<file path="src/core/ddt_pkg.sv">
/*
 * Package for the display transfer control block: register offsets,
 * field positions, reset values and AXI response codes.
 * Assumes an AXI4-Lite register bus with 32-bit data and byte addressing.
 */
`default_nettype none
package ddt_pkg;
    // Register indices; the byte address is four times the index
    localparam logic [7:0]  IDX_SRC_LOW   = 8'hb0;
    localparam logic [7:0]  IDX_SRC_MID   = 8'hb1;
    localparam logic [7:0]  IDX_SRC_HIGH  = 8'hb2;
    localparam logic [7:0]  IDX_WC_LOW    = 8'hb4;
    localparam logic [7:0]  IDX_BW_HIGH   = 8'hb5;
    localparam logic [7:0]  IDX_HC_MID    = 8'hb6;
    localparam logic [7:0]  IDX_BH_HIGH   = 8'hb7;
    localparam logic [7:0]  IDX_PWC_HIGH  = 8'hb8;
    localparam logic [7:0]  IDX_PW_HIGH   = 8'hb9;
    localparam logic [7:0]  IDX_CONFIG    = 8'hbf;
    // Field positions in the configuration register
    localparam int          CFG_START_BIT = 0;
    localparam int          CFG_MODE_BIT  = 1;
    // Reset value shared by all registers
    localparam logic [7:0]  REG_RESET     = 8'h00;
    // AXI responses
    localparam logic [1:0]  RESP_OKAY     = 2'h0;
    localparam logic [1:0]  RESP_SLVERR   = 2'h2;
endpackage : ddt_pkg
`default_nettype wire

</file>
<file path="src/core/ddt_fetch.sv">
/*
 * Fetch sequencer: walks a continuous run or a rectangle of source words.
 * Assumes the memory port accepts one address per cycle when mem_ready.
 */
`timescale 1ns/1ps
`default_nettype none
module ddt_fetch #(
    parameter int AW = 24,              // Source address width
    parameter int CW = 19               // Count width
) (
    input  wire logic          mclk,    // Clock
    input  wire logic          rst,     // Sync reset, active high
    input  wire logic          go,      // One-cycle launch
    input  wire logic          block,   // 1: block mode
    input  wire logic [AW-1:0] base,    // Start address
    input  wire logic [CW-1:0] count,   // Continuous length
    input  wire logic [9:0]    bw,      // Block width
    input  wire logic [9:0]    bh,      // Block height
    input  wire logic [9:0]    pw,      // Picture width
    input  wire logic          mem_ready, // Memory takes address
    output logic               mem_valid, // Address offered
    output logic [AW-1:0]      mem_addr,  // Address
    output logic               busy     // Transfer running
);
    typedef enum logic [0:0] {S_IDLE, S_RUN} ddt_state_e;
    ddt_state_e    st_reg, st_next;
    logic [AW-1:0] row_reg, row_next, adr_reg, adr_next;
    logic [CW-1:0] left_reg, left_next;
    logic [9:0]    col_reg, col_next, lin_reg, lin_next;

    // Next state of the sequencer
    always_comb begin
        st_next   = st_reg;
        row_next  = row_reg;
        adr_next  = adr_reg;
        left_next = left_reg;
        col_next  = col_reg;
        lin_next  = lin_reg;
        case (st_reg)
            S_IDLE: begin
                if (go) begin
                    row_next  = base;
                    adr_next  = base;
                    left_next = count;
                    col_next  = bw;
                    lin_next  = bh;
                    // Empty transfer finishes at once
                    if (block ? (bw != 10'h000 && bh != 10'h000)
                              : (count != '0))
                        st_next = S_RUN;
                end
            end
            S_RUN: begin
                if (mem_ready) begin
                    if (!block) begin
                        adr_next  = adr_reg + AW'(1);
                        left_next = left_reg - CW'(1);
                        if (left_reg == CW'(1))
                            st_next = S_IDLE;
                    end else if (col_reg == 10'h001) begin
                        row_next = row_reg + AW'(pw);
                        adr_next = row_reg + AW'(pw);
                        col_next = bw;
                        lin_next = lin_reg - 10'h001;
                        if (lin_reg == 10'h001)
                            st_next = S_IDLE;
                    end else begin
                        adr_next = adr_reg + AW'(1);
                        col_next = col_reg - 10'h001;
                    end
                end
            end
            default: st_next = S_IDLE;
        endcase
    end

    // State registers
    always_ff @(posedge mclk) begin
        if (rst) begin
            st_reg   <= S_IDLE;
            row_reg  <= '0;
            adr_reg  <= '0;
            left_reg <= '0;
            col_reg  <= '0;
            lin_reg  <= '0;
        end else begin
            st_reg   <= st_next;
            row_reg  <= row_next;
            adr_reg  <= adr_next;
            left_reg <= left_next;
            col_reg  <= col_next;
            lin_reg  <= lin_next;
        end
    end

    assign mem_valid = (st_reg == S_RUN);
    assign mem_addr  = adr_reg;
    assign busy      = (st_reg == S_RUN);

    row_step_a: assert property (@(posedge mclk) disable iff (rst)
        st_reg == S_RUN && block && mem_ready && col_reg == 10'h001
        |=> row_reg == $past(row_reg) + AW'($past(pw)))
        else $error("row step wrong");
endmodule // ddt_fetch
`default_nettype wire

</file>
<file path="src/core/ddt_top.sv">
/*
 * Display transfer control: AXI4-Lite register file and launch logic,
 * driving the fetch sequencer toward the source memory.
 * Assumes the bus master keeps one read and one write outstanding at most.
 */
// Decided for this implementation: the AXI4-Lite register port.
`timescale 1ns/1ps
`default_nettype none
module ddt_top (
    input  wire logic        mclk,          // 125 MHz clock
    input  wire logic        rst,           // Sync reset, active high
    input  wire logic [11:0] s_axi_awaddr,  // Write address
    input  wire logic        s_axi_awvalid, // Write address valid
    output logic             s_axi_awready, // Write address ready
    input  wire logic [31:0] s_axi_wdata,   // Write data
    input  wire logic [3:0]  s_axi_wstrb,   // Byte strobes
    input  wire logic        s_axi_wvalid,  // Write data valid
    output logic             s_axi_wready,  // Write data ready
    output logic [1:0]       s_axi_bresp,   // Write response
    output logic             s_axi_bvalid,  // Write response valid
    input  wire logic        s_axi_bready,  // Write response ready
    input  wire logic [11:0] s_axi_araddr,  // Read address
    input  wire logic        s_axi_arvalid, // Read address valid
    output logic             s_axi_arready, // Read address ready
    output logic [31:0]      s_axi_rdata,   // Read data
    output logic [1:0]       s_axi_rresp,   // Read response
    output logic             s_axi_rvalid,  // Read data valid
    input  wire logic        s_axi_rready,  // Read data ready
    output logic             mem_valid,     // Source address offered
    output logic [23:0]      mem_addr,      // Source word address
    input  wire logic        mem_ready      // Source takes address
);
    // ----------------------------------------------------------------
    // Register state
    // ----------------------------------------------------------------
    logic [7:0]  src0_reg, src1_reg, src2_reg, src0_next, src1_next, src2_next;
    logic [7:0]  wc_reg, hc_reg, pwc_reg, wc_next, hc_next, pwc_next;
    logic [1:0]  bwh_reg, bhh_reg, pwh_reg, bwh_next, bhh_next, pwh_next;
    logic        mode_reg, mode_next, go_reg, go_next;
    logic        aw_reg, aw_next, w_reg, w_next;
    logic [9:0]  awi_reg, awi_next;
    logic [7:0]  wd_reg, wd_next;
    logic        wst_reg, wst_next;
    logic        bv_reg, bv_next, rv_reg, rv_next;
    logic [1:0]  br_reg, br_next, rr_reg, rr_next;
    logic [31:0] rd_reg, rd_next;
    logic        ar_rdy_reg, ar_rdy_next;
    logic        busy_w, fvalid_w, fready_w;
    logic [23:0] faddr_w;
    logic        mvalid_reg, mvalid_next;
    logic [23:0] maddr_reg;

    // Index of a byte address; word aligned
    function automatic logic [7:0] reg_index(input logic [11:0] a);
        return a[9:2];
    endfunction

    // Index known to the register map
    function automatic logic mapped(input logic [7:0] i);
        if (i == ddt_pkg::IDX_SRC_LOW || i == ddt_pkg::IDX_SRC_MID)
            return 1'b1;
        else if (i == ddt_pkg::IDX_SRC_HIGH || i == ddt_pkg::IDX_WC_LOW)
            return 1'b1;
        else if (i == ddt_pkg::IDX_BW_HIGH || i == ddt_pkg::IDX_HC_MID)
            return 1'b1;
        else if (i == ddt_pkg::IDX_BH_HIGH || i == ddt_pkg::IDX_PWC_HIGH)
            return 1'b1;
        else if (i == ddt_pkg::IDX_PW_HIGH || i == ddt_pkg::IDX_CONFIG)
            return 1'b1;
        else
            return 1'b0;
    endfunction

    // ----------------------------------------------------------------
    // Write channel: takes address and data in either order
    // ----------------------------------------------------------------
    always_comb begin
        aw_next   = aw_reg;
        w_next    = w_reg;
        awi_next  = awi_reg;
        wd_next   = wd_reg;
        wst_next  = wst_reg;
        bv_next   = bv_reg;
        br_next   = br_reg;
        src0_next = src0_reg;
        src1_next = src1_reg;
        src2_next = src2_reg;
        wc_next   = wc_reg;
        hc_next   = hc_reg;
        pwc_next  = pwc_reg;
        bwh_next  = bwh_reg;
        bhh_next  = bhh_reg;
        pwh_next  = pwh_reg;
        mode_next = mode_reg;
        go_next   = 1'b0;
        if (s_axi_awvalid && !aw_reg && !bv_reg) begin
            aw_next  = 1'b1;
            awi_next = s_axi_awaddr[11:2];
        end
        if (s_axi_wvalid && !w_reg && !bv_reg) begin
            w_next   = 1'b1;
            wd_next  = s_axi_wdata[7:0];
            wst_next = s_axi_wstrb[0];
        end
        if (aw_reg && w_reg) begin
            aw_next = 1'b0;
            w_next  = 1'b0;
            bv_next = 1'b1;
            br_next = (awi_reg[9:8] == 2'h0 && mapped(awi_reg[7:0]))
                      ? ddt_pkg::RESP_OKAY : ddt_pkg::RESP_SLVERR;
            if (wst_reg && awi_reg[9:8] == 2'h0) begin
                if (awi_reg[7:0] == ddt_pkg::IDX_SRC_LOW)
                    src0_next = wd_reg;
                else if (awi_reg[7:0] == ddt_pkg::IDX_SRC_MID)
                    src1_next = wd_reg;
                else if (awi_reg[7:0] == ddt_pkg::IDX_SRC_HIGH)
                    src2_next = wd_reg;
                else if (awi_reg[7:0] == ddt_pkg::IDX_WC_LOW)
                    wc_next = wd_reg;
                else if (awi_reg[7:0] == ddt_pkg::IDX_BW_HIGH)
                    bwh_next = wd_reg[1:0];
                else if (awi_reg[7:0] == ddt_pkg::IDX_HC_MID)
                    hc_next = wd_reg;
                else if (awi_reg[7:0] == ddt_pkg::IDX_BH_HIGH)
                    bhh_next = wd_reg[1:0];
                else if (awi_reg[7:0] == ddt_pkg::IDX_PWC_HIGH)
                    pwc_next = wd_reg;
                else if (awi_reg[7:0] == ddt_pkg::IDX_PW_HIGH)
                    pwh_next = wd_reg[1:0];
                else if (awi_reg[7:0] == ddt_pkg::IDX_CONFIG) begin
                    mode_next = wd_reg[ddt_pkg::CFG_MODE_BIT];
                    go_next = wd_reg[ddt_pkg::CFG_START_BIT] && !busy_w;
                end
            end
        end
        if (bv_reg && s_axi_bready)
            bv_next = 1'b0;
    end

    // ----------------------------------------------------------------
    // Read channel: one cycle after address is taken
    // ----------------------------------------------------------------
    always_comb begin
        rv_next     = rv_reg;
        rr_next     = rr_reg;
        rd_next     = rd_reg;
        ar_rdy_next = !rv_reg;
        if (s_axi_arvalid && ar_rdy_reg) begin
            rv_next     = 1'b1;
            ar_rdy_next = 1'b0;
            rd_next     = 32'h0000_0000;
            rr_next     = ddt_pkg::RESP_OKAY;
            if (s_axi_araddr[11:10] != 2'h0 ||
                !mapped(reg_index(s_axi_araddr)))
                rr_next = ddt_pkg::RESP_SLVERR;
            else if (reg_index(s_axi_araddr) == ddt_pkg::IDX_SRC_LOW)
                rd_next[7:0] = src0_reg;
            else if (reg_index(s_axi_araddr) == ddt_pkg::IDX_SRC_MID)
                rd_next[7:0] = src1_reg;
            else if (reg_index(s_axi_araddr) == ddt_pkg::IDX_SRC_HIGH)
                rd_next[7:0] = src2_reg;
            else if (reg_index(s_axi_araddr) == ddt_pkg::IDX_WC_LOW)
                rd_next[7:0] = wc_reg;
            else if (reg_index(s_axi_araddr) == ddt_pkg::IDX_BW_HIGH)
                rd_next[1:0] = bwh_reg;
            else if (reg_index(s_axi_araddr) == ddt_pkg::IDX_HC_MID)
                rd_next[7:0] = hc_reg;
            else if (reg_index(s_axi_araddr) == ddt_pkg::IDX_BH_HIGH)
                rd_next[1:0] = bhh_reg;
            else if (reg_index(s_axi_araddr) == ddt_pkg::IDX_PWC_HIGH)
                rd_next[7:0] = pwc_reg;
            else if (reg_index(s_axi_araddr) == ddt_pkg::IDX_PW_HIGH)
                rd_next[1:0] = pwh_reg;
            else begin
                // busy reads back on bit 0
                rd_next[ddt_pkg::CFG_MODE_BIT]  = mode_reg;
                rd_next[ddt_pkg::CFG_START_BIT] = busy_w || go_reg;
            end
        end else if (rv_reg && s_axi_rready) begin
            rv_next     = 1'b0;
            ar_rdy_next = 1'b0;
        end
    end

    // Register the bus and configuration state
    always_ff @(posedge mclk) begin
        if (rst) begin
            {src0_reg, src1_reg, src2_reg} <= {3{ddt_pkg::REG_RESET}};
            {wc_reg, hc_reg, pwc_reg} <= {3{ddt_pkg::REG_RESET}};
            bwh_reg    <= 2'h0;
            bhh_reg    <= 2'h0;
            pwh_reg    <= 2'h0;
            mode_reg   <= 1'b0;
            go_reg     <= 1'b0;
            aw_reg     <= 1'b0;
            w_reg      <= 1'b0;
            awi_reg    <= 10'h000;
            wd_reg     <= 8'h00;
            wst_reg    <= 1'b0;
            bv_reg     <= 1'b0;
            br_reg     <= 2'h0;
            rv_reg     <= 1'b0;
            rr_reg     <= 2'h0;
            rd_reg     <= 32'h0000_0000;
            ar_rdy_reg <= 1'b0;
            mvalid_reg <= 1'b0;
            maddr_reg  <= 24'h00_0000;
        end else begin
            {src0_reg, src1_reg, src2_reg} <= {src0_next, src1_next, src2_next};
            {wc_reg, hc_reg, pwc_reg} <= {wc_next, hc_next, pwc_next};
            bwh_reg    <= bwh_next;
            bhh_reg    <= bhh_next;
            pwh_reg    <= pwh_next;
            mode_reg   <= mode_next;
            go_reg     <= go_next;
            aw_reg     <= aw_next;
            w_reg      <= w_next;
            awi_reg    <= awi_next;
            wd_reg     <= wd_next;
            wst_reg    <= wst_next;
            bv_reg     <= bv_next;
            br_reg     <= br_next;
            rv_reg     <= rv_next;
            rr_reg     <= rr_next;
            rd_reg     <= rd_next;
            ar_rdy_reg <= ar_rdy_next;
            mvalid_reg <= mvalid_next;
            maddr_reg  <= faddr_w;
        end
    end

    // ----------------------------------------------------------------
    // Field assembly and sequencer
    // ----------------------------------------------------------------
    logic [18:0] count_w;
    logic [9:0]  bw_w, bh_w, pw_w;
    assign count_w = {pwc_reg[2:0], hc_reg, wc_reg};
    assign bw_w = {bwh_reg, wc_reg};
    assign bh_w = {bhh_reg, hc_reg};
    // picture width, low bits in block mode
    assign pw_w = {pwh_reg, pwc_reg[7:3], mode_reg ? pwc_reg[2:0] : 3'h0};

    // Offer is taken when the memory accepts the registered address
    assign fready_w    = mem_ready && mvalid_reg;
    // Offer drops one cycle after a take while the address steps
    assign mvalid_next = fvalid_w && !fready_w;

    ddt_fetch #(.AW(24), .CW(19)) u_fetch (
        .mclk      (mclk),
        .rst       (rst),
        .go        (go_reg),
        .block     (mode_reg),
        .base      ({src2_reg, src1_reg, src0_reg}),
        .count     (count_w),
        .bw        (bw_w),
        .bh        (bh_w),
        .pw        (pw_w),
        .mem_ready (fready_w),
        .mem_valid (fvalid_w),
        .mem_addr  (faddr_w),
        .busy      (busy_w)
    );

    assign s_axi_awready = !aw_reg && !bv_reg;
    assign s_axi_wready  = !w_reg && !bv_reg;
    assign s_axi_bvalid  = bv_reg;
    assign s_axi_bresp   = br_reg;
    assign s_axi_arready = ar_rdy_reg;
    assign s_axi_rvalid  = rv_reg;
    assign s_axi_rresp   = rr_reg;
    assign s_axi_rdata   = rd_reg;
    assign mem_valid     = mvalid_reg;
    assign mem_addr      = maddr_reg;

    // ----------------------------------------------------------------
    // Checks
    // ----------------------------------------------------------------
    // launch raises busy next cycle
    start_busy_a: assert property (@(posedge mclk) disable iff (rst)
        go_reg && (mode_reg ? (bw_w != 10'h000 && bh_w != 10'h000)
                            : (count_w != 19'h0_0000))
        |=> busy_w) else $error("start did not raise busy");
    busy_read_a: assert property (@(posedge mclk) disable iff (rst)
        s_axi_arvalid && ar_rdy_reg && busy_w &&
        reg_index(s_axi_araddr) == ddt_pkg::IDX_CONFIG
        && s_axi_araddr[11:10] == 2'h0 |=> rd_reg[0])
        else $error("busy not read back");
    go_pulse_a: assert property (@(posedge mclk) disable iff (rst)
        go_reg |=> !go_reg) else $error("start bit stuck");
    count_form_a: assert property (@(posedge mclk) disable iff (rst)
        count_w[18:16] == pwc_reg[2:0]) else $error("count high bits wrong");
    pw_low_a: assert property (@(posedge mclk) disable iff (rst)
        !mode_reg |-> pw_w[2:0] == 3'h0) else $error("width low bits leak");
    mode_write_a: assert property (@(posedge mclk) disable iff (rst)
        aw_reg && w_reg && wst_reg && awi_reg == {2'h0, ddt_pkg::IDX_CONFIG}
        |=> mode_reg == $past(wd_reg[1])) else $error("mode not stored");
    base_addr_a: assert property (@(posedge mclk) disable iff (rst)
        go_reg && !busy_w |=> faddr_w == {src2_reg, src1_reg, src0_reg}
        || !busy_w) else $error("start address wrong");
    // Write response holds until taken
    resp_hold_a: assert property (@(posedge mclk) disable iff (rst)
        bv_reg && !s_axi_bready |=> bv_reg) else $error("response dropped");
    width_form_a: assert property (@(posedge mclk) disable iff (rst)
        bw_w[9:8] == bwh_reg) else $error("width high bits wrong");
    height_form_a: assert property (@(posedge mclk) disable iff (rst)
        bh_w[9:8] == bhh_reg) else $error("height high bits wrong");
    cont_run_c: cover property (@(posedge mclk) go_reg && !mode_reg);
    block_run_c: cover property (@(posedge mclk) go_reg && mode_reg);
    busy_poll_c: cover property (@(posedge mclk) rv_reg && rd_reg[0]);
endmodule // ddt_top
`default_nettype wire

</file>
<file path="config.mk">
export PLATFORM = sky130hd
export DESIGN_NAME = ddt_top
export DESIGN_NICKNAME = d
export VERILOG_FILES = /design/src/core/ddt_pkg.sv /design/src/core/ddt_fetch.sv /design/src/core/ddt_top.sv
export SDC_FILE = /design/constraint.sdc
export NUM_CORES = 1
export LEC_CHECK = 0
export BUFFER_PORTS_ARGS = -buffer_cell sky130_fd_sc_hd__buf_2
export CORE_MARGIN = 5
export CORE_UTILIZATION = 63
export CTS_CLUSTER_SIZE = 20
export DETAILED_ROUTE_END_ITERATION = 7
export GPL_ROUTABILITY_DRIVEN = 0
export PLACE_DENSITY = 0.81
export SLEW_MARGIN = 0
export SYNTH_ARGS = -nofsm -noshare
export SYNTH_HDL_FRONTEND = slang
export SYNTH_SLANG_ARGS = --single-unit
export TNS_END_PERCENT = 10
</file>
<file path="constraint.sdc">
create_clock -name mclk -period 5 [get_ports mclk]
set_input_delay 0.75 -clock mclk [delete_from_list [all_inputs] [get_ports mclk]]
set_output_delay 0.75 -clock mclk [all_outputs]
set_load 0.01 [all_outputs]
</file>
==> run metrics <==
post-layout util=70.4%; Pleak=4.78 nW; Unique masters post-synth=76; Max Cap Violations=0; Die ar.=20100 um^2; yosys warns=0; Vias=10700; Critical Path Source Type=register; Die Height=142 um; status=complete, no violations; busiest grt layer=met2; vias per std cell=6.44; number of synthesized register bits=203; xor and xnor area share after synthesis=2.48%; met2 Use GR=50.1%; CTS tree=yes; clk buf depth=3; drt wl/cell=19.2 um; largest area contributor in the netlist=dfxtp_1; count leader, synth=dfxtp_1; met3 usage=5.31%; R2R Path End=u_fetch.row_reg[14]$_SDFFE_PP0P_; Max-slew headroom=33.3%; synthesized area per cell=7.85 um^2; worst hold path endpoint=s_axi_arready$_SDFF_PP0_; crit path DAT=3.82 ns; clock slew at reported path FFs=0.06 ns; total track usage=30.4%; pwr dens=289 nW/um^2; hold path depth=1; Synth top cells by count=dfxtp_1, nor2_1, nand2_1, a21oi_1, o21ai_0; highest clock rate=295 MHz; hold_buf cts=0; RSZ-0062 raised after global routing=no; IO Port Bufs=76; CP Max Fanout=12; num ports=134; skew final=0.0173 ns; core outline area=17200 um^2; Cell Rows=48; post-route ant nets=0; fin nets=1514; H-Tree Depth=1; Final period util=67.9%; hold slack=0.437 ns; ys flop type=dfxtp_1; number of post-CTS setup repair buffers=0; number of flops mapped to enable cells by yosys=0; hold crit path type=register to register; Final setup viols=0; Final Hold Vio Count=0; worst reg2reg path depth=11; Starting Density=63.9%; Synth Area in Compound Gates=22.6%; placed cells=1628; kind of critical path=register to register; worst skew pair latency=0.51 ns; Ant. Diodes=0; layout cells sized above 1=10.4%; first-pass GRT wire length=50.4 mm; fraction of registers with async set/reset=0%; post-route minimum period=3.39 ns; vias in the first global route=9809; area grow syn2layout=10.3%; Num CTS Buffers=23; post-CTS sizing=0; Peak VDD IR=326 uV; Seq/Total Area, Yosys=37.1%; Cells after Synth=1397; TritonRoute pass-1 iters=6; Mapped Area=11000 um^2; flop-to-flop setup slack=1.61 ns; initial antenna violation count=0; non-filler instance count after layout=1669; GRT Residual Overflow=0; top cell type's share of synthesized area=37.1%; worst-margin pin slew=0.991 ns; Critical Path End Type=register; Simple-Gate Fraction of Synth Area=23.9%; largest net degree at the start of global routing=87; Residual DRC=0; Reg2Reg Launch Point=pwc_reg[0]$_SDFFE_PP0P_; drt initial violations=1173; Final TNS setup=0 ns; GR Layer Usage met1=39.2%; Worst Path Required=5.42 ns; chip width=142 um; Slew Limit Fails=0; hold path startpoint=s_axi_rvalid$_SDFFE_PP0P_; routed wire length=32.0 mm; post-DP HPWL=22.3 mm; Synth Area in Adders=2.12%; mux contribution to synthesized area=5.86%; clock sink count=203; main combinational cell family by area after synthesis=simple AND/OR/NAND/NOR gates; top cells by area, synth=dfxtp_1, a21oi_1, nor2_1; clock root buffer=clkbuf_16
[layout by cell type (no fill, tap or decap), drive strengths merged, types with 29 or more instances in the layout]
cell type  count
clkbuf        32
mux2i         62
dfxtp        203
nor2         168
buf           93
nor3          44
nor2b         40
a21oi        127
inv           29
o21ai         76
nand2        153
nand3         36
[through the flow]
stage	area [um^2]	power, mW	setup slack, ns
4_1_cts	12100	3.51	1.68
2_1_floorplan	11100	1.79	2.08
5_1_grt	12100	3.59	1.41
6_report	12100	3.49	1.61
3_5_place_dp	11300	1.82	1.72
3_3_place_gp	11300	1.82	1.79
[layer usage]
layer	wire [um]	up-vias
met5	0	-
met3	3000	122
met2	14500	578
met1	12900	4988
met4	1660	0
li1	-	5061
[power by group]
group / internal (mW) / total, mW / switching (mW)
combinational: 0.0410 / 0.132 / 0.0910
sequential: 1.63 / 1.66 / 0.0271
clock: 1.03 / 1.70 / 0.670
total: 2.71 / 3.49 / 0.788
[worst max-delay path by stage]
stage	from	end	cells past startpoint
floorplan	mode_reg$_SDFFE_PP0P_	u_fetch.mem_addr[22]$_SDFFE_PP0P_	14
global placement	pwc_reg[0]$_SDFFE_PP0P_	u_fetch.row_reg[14]$_SDFFE_PP0P_	11
detailed placement	pwc_reg[0]$_SDFFE_PP0P_	u_fetch.row_reg[14]$_SDFFE_PP0P_	11
CTS	pwc_reg[0]$_SDFFE_PP0P_	u_fetch.row_reg[14]$_SDFFE_PP0P_	11
global route	pwc_reg[0]$_SDFFE_PP0P_	u_fetch.row_reg[16]$_SDFFE_PP0P_	11
finish	pwc_reg[0]$_SDFFE_PP0P_	u_fetch.row_reg[14]$_SDFFE_PP0P_	11
[cell families (layout without fill, tap and decap cells)]
logic type,count (synthesis),count (layout)
compound gates,394,394
xor+xnor,31,31
fa+ha+maj,18,18
buf+inv,142,164
flops,203,203
mux,64,64
other cells,1,26
simple gates,544,544
[final cells by class]
type / instances / area [um^2]
clock buffers: 32 / 669
clock inverters: 9 / 98.8
fillers: 1453 / 5080
inverters: 30 / 113
multi-input cells: 1077 / 6350
flip-flops and latches: 203 / 4070
well taps: 225 / 282
repair buffers: 93 / 514
[worst max-delay path, stage by stage (launching register included)]
cell and delay (ns):
dfxtp_1 0.44, and2_1 0.18, ha_1 0.17, inv_1 0.07, fa_1 0.44, nor2b_1 0.21
o2111ai_1 0.15, and3b_1 0.23, nor2_1 0.63, nand4_1 0.26, or3_1 0.39, a31oi_1 0.13
(Power assumes the default switching activity.)
